--- config.mk ---
export PLATFORM = sky130hd
export DESIGN_NAME = boot_mode_controller
export DESIGN_NICKNAME = d
export VERILOG_FILES = /design/src/common/boot_pkg.sv /design/src/rtl/boot_mode_controller.sv
export SDC_FILE = /design/constraint.sdc
export NUM_CORES = 1
export LEC_CHECK = 0
export ABC_AREA = 1
export ABC_CLOCK_PERIOD_IN_PS = 1450
export BUFFER_PORTS_ARGS = -buffer_cell sky130_fd_sc_hd__buf_2
export CAP_MARGIN = 10
export CORE_ASPECT_RATIO = 2
export CORE_MARGIN = 2
export CORE_UTILIZATION = 52
export DETAILED_ROUTE_END_ITERATION = 10
export GPL_TIMING_DRIVEN = 0
export HOLD_SLACK_MARGIN = 0.06
export PLACE_DENSITY = 0.77
export SYNTH_ARGS = -nofsm -noshare
export SYNTH_HDL_FRONTEND = slang
export SYNTH_SLANG_ARGS = --single-unit
--- constraint.sdc ---
create_clock -name mclk -period 1.45 [get_ports mclk]
set_input_delay 0.145 -clock mclk [delete_from_list [all_inputs] [get_ports mclk]]
set_output_delay 0.145 -clock mclk [all_outputs]
set_load 0.03 [all_outputs]
--- src/common/boot_pkg.sv ---
/*
 Shared constants and carrier types for the boot configuration controller.
 Assumes one 25 MHz clock and a synchronous, active-high reset.
*/
package boot_pkg;
	// Boot mode strap encoding
	localparam logic [1:0] MODE_NONE = 2'h0;
	localparam logic [1:0] MODE_HOST = 2'h1;
	localparam logic [1:0] MODE_ROM = 2'h2;
	// ROM image geometry
	localparam int ROM_BYTES = 1024;
	localparam int WORD_BYTES = 4;
	localparam int ROM_WORDS = ROM_BYTES / WORD_BYTES;
	localparam int BYTE_AW = 10;
	localparam int WORD_AW = 8;
	// Execution start address
	localparam logic [31:0] START_ADDR = 32'h0000_0000;
	// Byte offset of the image inside chip_enable_space_one
	localparam logic [BYTE_AW-1:0] ROM_BASE = 10'h000;

	typedef enum logic [2:0] {
		ST_RESET,
		ST_HOST_WAIT,
		ST_ROM_READ,
		ST_ROM_WAIT,
		ST_ROM_WRITE,
		ST_RUN
	} boot_state_t;

	// Byte read request towards the ROM on the memory interface
	typedef struct packed {
		logic req;
		logic [BYTE_AW-1:0] addr;
	} rom_req_t;

	// Word write towards internal memory
	typedef struct packed {
		logic we;
		logic [WORD_AW-1:0] addr;
		logic [31:0] data;
	} mem_wr_t;

	// Straps captured at reset release
	typedef struct packed {
		logic [1:0] mode;
		logic pci_sel;
	} straps_t;
endpackage

--- src/rtl/boot_mode_controller.sv ---
/*
 Boot configuration controller: holds the CPU stalled after reset and
 releases it per boot mode (host load, ROM copy, or direct execution).
 Assumes the ROM answers each byte read with a one-cycle rom_valid, the
 memory accepts a word write every cycle, and straps are stable at reset.
*/
`timescale 1ns/100ps

module boot_mode_controller #(
	parameter bit HAS_PCI = 1'b1,
	parameter bit BIG_ENDIAN = 1'b0
) (
	input wire logic mclk,
	input wire logic rst,
	input wire logic [1:0] boot_mode,
	input wire logic pci_strap,
	input wire logic host_int_set,
	input wire logic cpu_int_clear,
	input wire logic rom_valid,
	input wire logic [7:0] rom_data,
	output boot_pkg::rom_req_t rom_req,
	output boot_pkg::mem_wr_t mem_wr,
	output logic cpu_stall,
	output logic [31:0] cpu_start_addr,
	output logic host_port_en,
	output logic pci_boot_en,
	output logic host_int_bit,
	output logic cpu_int_pending,
	output logic boot_done
);
	boot_pkg::boot_state_t state, next_state;
	boot_pkg::straps_t straps, next_straps;
	boot_pkg::rom_req_t next_rom_req;
	boot_pkg::mem_wr_t next_mem_wr;
	logic [boot_pkg::BYTE_AW-1:0] byte_cnt, next_byte_cnt;
	logic [23:0] pack, next_pack;
	logic next_stall, next_host_port_en, next_pci_boot_en;
	logic next_host_int_bit, next_int_pending, next_boot_done;

	// Builds a word from three packed bytes and the last byte per the system byte order
	function automatic logic [31:0] pack_word(input logic [23:0] lo,
		input logic [7:0] last);
		if (BIG_ENDIAN)
			pack_word = {lo, last};
		else
			pack_word = {last, lo[7:0], lo[15:8], lo[23:16]};
	endfunction

	// Boot sequencing, strap capture and interrupt bit handling
	always_comb
	begin
		next_state = state;
		next_straps = straps;
		next_rom_req = rom_req;
		next_mem_wr = mem_wr;
		next_byte_cnt = byte_cnt;
		next_pack = pack;
		next_stall = cpu_stall;
		next_host_port_en = host_port_en;
		next_pci_boot_en = pci_boot_en;
		next_host_int_bit = host_int_bit;
		next_int_pending = cpu_int_pending;
		next_boot_done = boot_done;
		next_mem_wr.we = 1'b0;
		next_rom_req.req = 1'b0;
		// Set wins over clear only while the bit is clear; if the bit is already set, a clear in the same cycle drops the host event
		if (cpu_int_clear)
			next_host_int_bit = 1'b0;
		if (cpu_int_clear)
			next_int_pending = 1'b0;
		if (host_int_set && !host_int_bit)
		begin
			next_host_int_bit = 1'b1;
			// While stalled in host boot the event is not latched as pending
			if (!(state == boot_pkg::ST_HOST_WAIT))
				next_int_pending = 1'b1;
		end
		case (state)
			boot_pkg::ST_RESET:
			begin
				// Straps sampled once here, then frozen until reset
				next_straps.mode = boot_mode;
				next_straps.pci_sel = HAS_PCI ? pci_strap : 1'b0;
				next_stall = 1'b1;
				next_byte_cnt = boot_pkg::ROM_BASE;
				if (boot_mode == boot_pkg::MODE_HOST)
				begin
					next_state = boot_pkg::ST_HOST_WAIT;
					next_pci_boot_en = HAS_PCI ? pci_strap : 1'b0;
					next_host_port_en = !(HAS_PCI && pci_strap);
				end
				else if (boot_mode == boot_pkg::MODE_ROM)
				begin
					next_state = boot_pkg::ST_ROM_READ;
				end
				else
				begin
					next_state = boot_pkg::ST_RUN;
					next_stall = 1'b0;
					next_boot_done = 1'b1;
				end
			end
			boot_pkg::ST_HOST_WAIT:
			begin
				// Only host boot lets the interrupt bit end the stall
				if (host_int_set && !host_int_bit)
				begin
					next_stall = 1'b0;
					next_boot_done = 1'b1;
					next_state = boot_pkg::ST_RUN;
				end
			end
			boot_pkg::ST_ROM_READ:
			begin
				// One byte per request; the copy is self-started
				next_rom_req.req = 1'b1;
				next_rom_req.addr = byte_cnt;
				next_state = boot_pkg::ST_ROM_WAIT;
			end
			boot_pkg::ST_ROM_WAIT:
			begin
				if (rom_valid)
				begin
					if (byte_cnt[1:0] == 2'h3)
					begin
						next_mem_wr.we = 1'b1;
						next_mem_wr.addr = byte_cnt[boot_pkg::BYTE_AW-1:2];
						next_mem_wr.data = pack_word(pack, rom_data);
						next_state = boot_pkg::ST_ROM_WRITE;
					end
					else
					begin
						next_pack = {pack[15:0], rom_data};
						next_state = boot_pkg::ST_ROM_READ;
					end
					next_byte_cnt = byte_cnt + 10'h001;
				end
			end
			boot_pkg::ST_ROM_WRITE:
			begin
				// Counter wraps to zero after the last of the 1 KB
				if (byte_cnt == 10'h000)
				begin
					next_stall = 1'b0;
					next_boot_done = 1'b1;
					next_state = boot_pkg::ST_RUN;
				end
				else
					next_state = boot_pkg::ST_ROM_READ;
			end
			default:
			begin
				next_host_port_en = 1'b0;
			end
		endcase
	end

	// State registers; reset forces the defined stalled state
	always_ff @(posedge mclk)
	begin
		if (rst)
		begin
			state <= boot_pkg::ST_RESET;
			straps <= '0;
			rom_req <= '0;
			mem_wr <= '0;
			byte_cnt <= 10'h000;
			pack <= 24'h000000;
			cpu_stall <= 1'b1;
			host_port_en <= 1'b0;
			pci_boot_en <= 1'b0;
			host_int_bit <= 1'b0;
			cpu_int_pending <= 1'b0;
			boot_done <= 1'b0;
			cpu_start_addr <= boot_pkg::START_ADDR;
		end
		else
		begin
			state <= next_state;
			straps <= next_straps;
			rom_req <= next_rom_req;
			mem_wr <= next_mem_wr;
			byte_cnt <= next_byte_cnt;
			pack <= next_pack;
			cpu_stall <= next_stall;
			host_port_en <= next_host_port_en;
			pci_boot_en <= next_pci_boot_en;
			host_int_bit <= next_host_int_bit;
			cpu_int_pending <= next_int_pending;
			boot_done <= next_boot_done;
			cpu_start_addr <= boot_pkg::START_ADDR;
		end
	end

	// Count of word writes during the ROM copy
	logic [8:0] wr_cnt, next_wr_cnt;
	// Nine bits hold all 256 writes, so no saturation is needed
	always_comb
	begin
		next_wr_cnt = wr_cnt;
		if (mem_wr.we)
			next_wr_cnt = wr_cnt + 9'h001;
	end

	// Write counter register, cleared by every reset
	always_ff @(posedge mclk)
	begin
		if (rst)
			wr_cnt <= 9'h000;
		else
			wr_cnt <= next_wr_cnt;
	end

	// Release, strap, copy and interrupt bit checks: outside host boot only reset exit or a full copy

	no_release_a: assert property (@(posedge mclk) disable iff (rst)
		$fell(cpu_stall) && straps.mode != boot_pkg::MODE_HOST
		|-> (straps.mode != boot_pkg::MODE_ROM
		&& $past(state) == boot_pkg::ST_RESET) || wr_cnt == 9'h100)
		else $error("stall released without host boot or full copy");
	host_release_a: assert property (@(posedge mclk) disable iff (rst)
		state == boot_pkg::ST_HOST_WAIT && host_int_set && !host_int_bit
		|=> !cpu_stall && boot_done)
		else $error("host interrupt did not release stall");
	no_pending_a: assert property (@(posedge mclk) disable iff (rst)
		state == boot_pkg::ST_HOST_WAIT && !cpu_int_clear
		|=> $stable(cpu_int_pending))
		else $error("boot interrupt recorded as pending");
	strap_hold_a: assert property (@(posedge mclk) disable iff (rst)
		state != boot_pkg::ST_RESET |=> $stable(straps))
		else $error("straps changed after capture");
	pci_select_a: assert property (@(posedge mclk) disable iff (rst)
		state == boot_pkg::ST_HOST_WAIT
		|-> pci_boot_en == (HAS_PCI && straps.pci_sel)
		&& host_port_en != pci_boot_en)
		else $error("wrong host boot interface");
	rom_stall_a: assert property (@(posedge mclk) disable iff (rst)
		state inside {boot_pkg::ST_ROM_READ, boot_pkg::ST_ROM_WAIT}
		|-> cpu_stall)
		else $error("CPU ran during ROM copy");
	word_pack_a: assert property (@(posedge mclk) disable iff (rst)
		mem_wr.we |-> $past(byte_cnt[1:0]) == 2'h3 && $past(rom_valid))
		else $error("word written before four bytes");
	rom_done_a: assert property (@(posedge mclk) disable iff (rst)
		state == boot_pkg::ST_ROM_WRITE && byte_cnt == 10'h000
		|=> !cpu_stall ##0 wr_cnt == 9'h100)
		else $error("stall not released after full copy");
	noboot_run_a: assert property (@(posedge mclk) disable iff (rst)
		state == boot_pkg::ST_RESET && boot_mode == boot_pkg::MODE_NONE
		|=> !cpu_stall && cpu_start_addr == boot_pkg::START_ADDR)
		else $error("no-boot did not run at once");
	int_lock_a: assert property (@(posedge mclk) disable iff (rst)
		host_int_bit && !cpu_int_clear |=> host_int_bit)
		else $error("interrupt bit lost before clear");

	// Reset, mode entry, transfer shape and interrupt clear checks
	reset_state_a: assert property (@(posedge mclk)
		rst |=> cpu_stall && !boot_done && !rom_req.req && !mem_wr.we)
		else $error("reset state not applied");
	host_stall_a: assert property (@(posedge mclk) disable iff (rst)
		state == boot_pkg::ST_HOST_WAIT |-> cpu_stall && !boot_done)
		else $error("CPU not stalled during host boot");
	host_access_a: assert property (@(posedge mclk) disable iff (rst)
		state == boot_pkg::ST_HOST_WAIT |-> host_port_en || pci_boot_en)
		else $error("no host path to memory");
	rom_entry_a: assert property (@(posedge mclk) disable iff (rst)
		state == boot_pkg::ST_RESET && boot_mode == boot_pkg::MODE_ROM
		|=> state == boot_pkg::ST_ROM_READ && cpu_stall)
		else $error("ROM boot did not start stalled");
	spare_code_a: assert property (@(posedge mclk) disable iff (rst)
		state == boot_pkg::ST_RESET && boot_mode == 2'h3
		|=> state == boot_pkg::ST_RUN && !cpu_stall)
		else $error("spare boot code did not run at once");
	read_order_a: assert property (@(posedge mclk) disable iff (rst)
		rom_req.req |-> rom_req.addr == byte_cnt ##1 !rom_req.req)
		else $error("ROM read out of order");
	write_pulse_a: assert property (@(posedge mclk) disable iff (rst)
		mem_wr.we |=> !mem_wr.we)
		else $error("word write held over");
	run_state_a: assert property (@(posedge mclk) disable iff (rst)
		state == boot_pkg::ST_RUN |-> !cpu_stall && boot_done)
		else $error("running state still stalled");
	int_clear_a: assert property (@(posedge mclk) disable iff (rst)
		cpu_int_clear && !host_int_set |=> !host_int_bit && !cpu_int_pending)
		else $error("interrupt clear not applied");
endmodule

==> results.toml <==
[outcome]
outcome = "completed"

[detailed_routing]
drcViolationCount = 0
vias_per_cell = 4.71
routed_wl_um = 8530
route.vias.total = 3525
avgRoutedWirePerCell_um = 11.4
first_pass_iters = 4
drt_iter0_drc = 125
detail-route-antenna-nets = 0

[finish]
drive_above_1_share_pct = 24.7
fill_cells = 695
area_growth_pct = 26.0
diodes = 0
ff_latch_area_um2 = 1910
final_area_um2 = 5000
fin_nets = 671
multi_input_comb_area_um2 = 1670

[worst_setup_path]
critical-path-top-delay-family = "simple AND/OR/NAND/NOR gates"
cp-start-kind = "register"
critPathMaxStageDelay_ns = 0.36
crit_required_ns = 1.70
path_buf_inv = 2
cp_slowest_cell = "dfxtp_4"
arrival_ns = 1.64
crit_path_end_kind = "register"
path_cells = "nand2_2 > nor2_4 > buf_6 > nand2_4 > nand2_8 > inv_4 > nor2_4 > nand2_1 > nand2_1 > nor2_1"
crit_type = "register to register"
cp_max_fo = 5

[pwr]
ir_worst_vdd_mv = 0.846
p_leak_nw = 2.36
p_per_area_nw_per_um2 = 1490
power_mw = 7.45

[clock_network]
clk_path_buf_depth = 2
clock_sinks = 95
clk_latency_ns = 0.35
cts_tree = "yes"
clockRootBuffer = "clkbuf_16"
htreeDepth = 3
numCtsBuffers = 9
clkTransAtPathRegs_ns = 0.06

[sta]
min_period_ns = 1.39
finalCritPeriodShare_pct = 96.1
finalSetupViolCount = 0
fin_skew_ns = 0.00581
hold_viol = 0
tightestPinTransition_ns = 0.602
setup_tns_ns = 0
slew_headroom_pct = 59.9
report.final.slew_viol_count = 0
timing.fmax_mhz = 718
rsz0062_at_grt = "yes"

[floorplan]
dieArea_um2 = 8390
io_pins = 106
rows = 45
core_area_um2 = 7490
fp.dieH_um = 128
start_util_pct = 53.0
chipWidth_um = 65.8

[synthesis]
yosysWarnings = 0
synth_top_area_share_pct = 47.9
synth_area_leaders = "dfxtp_1, nor2_1, o21ai_0"
synth_top_cell_by_area = "dfxtp_1"
ys_seq_elements = 95
seq_area_frac_synth_pct = 47.9
yosysUniqueCellTypes = 26
avgSynthCellArea_um2 = 7.56
synthCells = 525
syn_area_um2 = 3970

[global_route]
groute.usage.overall_pct = 21.8
antenna_found_initial = 0
first_global_vias = 3251
grt_start_max_net_pins = 16
grt_pass1_wl_um = 14300
overflow = 0

[placement]
numPortBuffers = 73
gp_congestion = 0.883
place_area_um2 = 4570
hpwl_um = 6220

[flow_run]
maxCapViolCount = 0

[worst_hold_path]
hold_path.class = "primary input to register"
metrics by stage:
stage / hold WS, ns / utilization (%) / worst slack, ns / cells
after floorplan: 0.308 / - / 0.153 / 556
after global placement: 0.412 / 61.0 / -0.150 / 723
after detailed placement: 0.417 / 61.0 / -0.173 / 723
after CTS: 0.0612 / 65.9 / 0.00600 / 745
after global routing: 0.0985 / 66.8 / -0.0391 / 749
final: 0.0658 / 66.8 / 0.0570 / 749
power breakdown:
part	switching [mW]	leakage, nW	internal, mW
logic	1.37	1.45	0.738
clock network	0.984	0.137	1.27
registers	0.196	0.772	2.90
total	2.55	2.36	4.90
cells in the mapped netlist (all sizes together):
| cell type | number |
|---|---|
| a21oi | 29 |
| a211oi | 1 |
| buf | 39 |
| nand2 | 44 |
| inv | 45 |
| o211ai | 1 |
| o21ai | 83 |
| ha | 5 |
| conb | 1 |
| nor3 | 1 |
| dfxtp | 95 |
| nand4 | 2 |
| clkinv | 1 |
| clkbuf | 16 |
| nor2 | 144 |
| nand3 | 18 |
flip-flops by register name (all words and copies together) (netlist names), 3 cells and up:
signal and cells:
rom_req 11, byte_cnt 10, pack 24, state 3
mem_wr 41
cells by family after synthesis:
kind of cell | synth area share (%)
adders and majority gates | 1.58
other | 0.0945
AOI/OAI and AO/OA | 14.5
DFF | 47.9
buffers and inverters | 14.0
and+or+nand+nor | 21.9
final cells by class:
cell class                 instances  share of cell area [%]
buffer                            54                    7.56
clock buffer                      13                    5.20
clock inverter                     3                   0.500
inverter                          46                    3.60
multi-input combinational        360                    33.3
sequential                        95                    38.3
tap                               94                    2.35
timing repair buffer              84                    9.18
routing by layer:
| layer | vias to the layer above | GRT usage [%] | share of wire (%) |
|---|---|---|---|
| met5 | - | 0 | 0 |
| met4 | 0 | 9.19 | 2.2 |
| met3 | 16 | 6.07 | 5.4 |
| met2 | 78 | 35.7 | 49 |
| met1 | 1578 | 26.4 | 43 |
| li1 | 1853 | - | - |
path summary, 6_finish.rpt:
kind | from | end | slack (ns) | depth (start not counted)
max reg2reg | state[1] | byte_cnt[4] | 0.06 | 10
max | state[1] | byte_cnt[4] | 0.06 | 10
min reg2reg | rom_req[7] | rom_req[7] | 0.44 | 2
min | rom_data[3] | pack[3] | 0.07 | 3
placed cells by master (no fill, tap or decap), types with 3 or more instances in the layout:
master / count
o21ai_0: 77
clkbuf_16: 9
dlygate4sd3_1: 3
dfxtp_1: 90
o21ai_1: 6
nor2_1: 140
buf_4: 39
nand2_1: 40
conb_1: 32
dfxtp_2: 3
buf_6: 7
nor2_4: 3
buf_2: 75
nand3_1: 15
clkbuf_2: 3
inv_2: 4
inv_1: 40
a21oi_1: 29
ha_1: 4
clkbuf_1: 11
worst reg2reg max path: stages (launching register included):
cell     delay, ns
dfxtp_4       0.36
nand2_2       0.07
nor2_4        0.18
buf_6         0.15
nand2_4       0.06
nand2_8       0.08
inv_4         0.05
nor2_4        0.15
nand2_1       0.09
nand2_1       0.08
nor2_1        0.04
repair_timing:
action | CTS | global route
endpoints found under the hold margin | 4 | 0
setup endpoints to repair | 66 | 68
resized for setup | 13 | 17
pin swaps | 2 | 4
setup buffers | 3 | 5
hold buffers | 3 | 0
No activity file was read; power rests on OpenSTA's default activity.
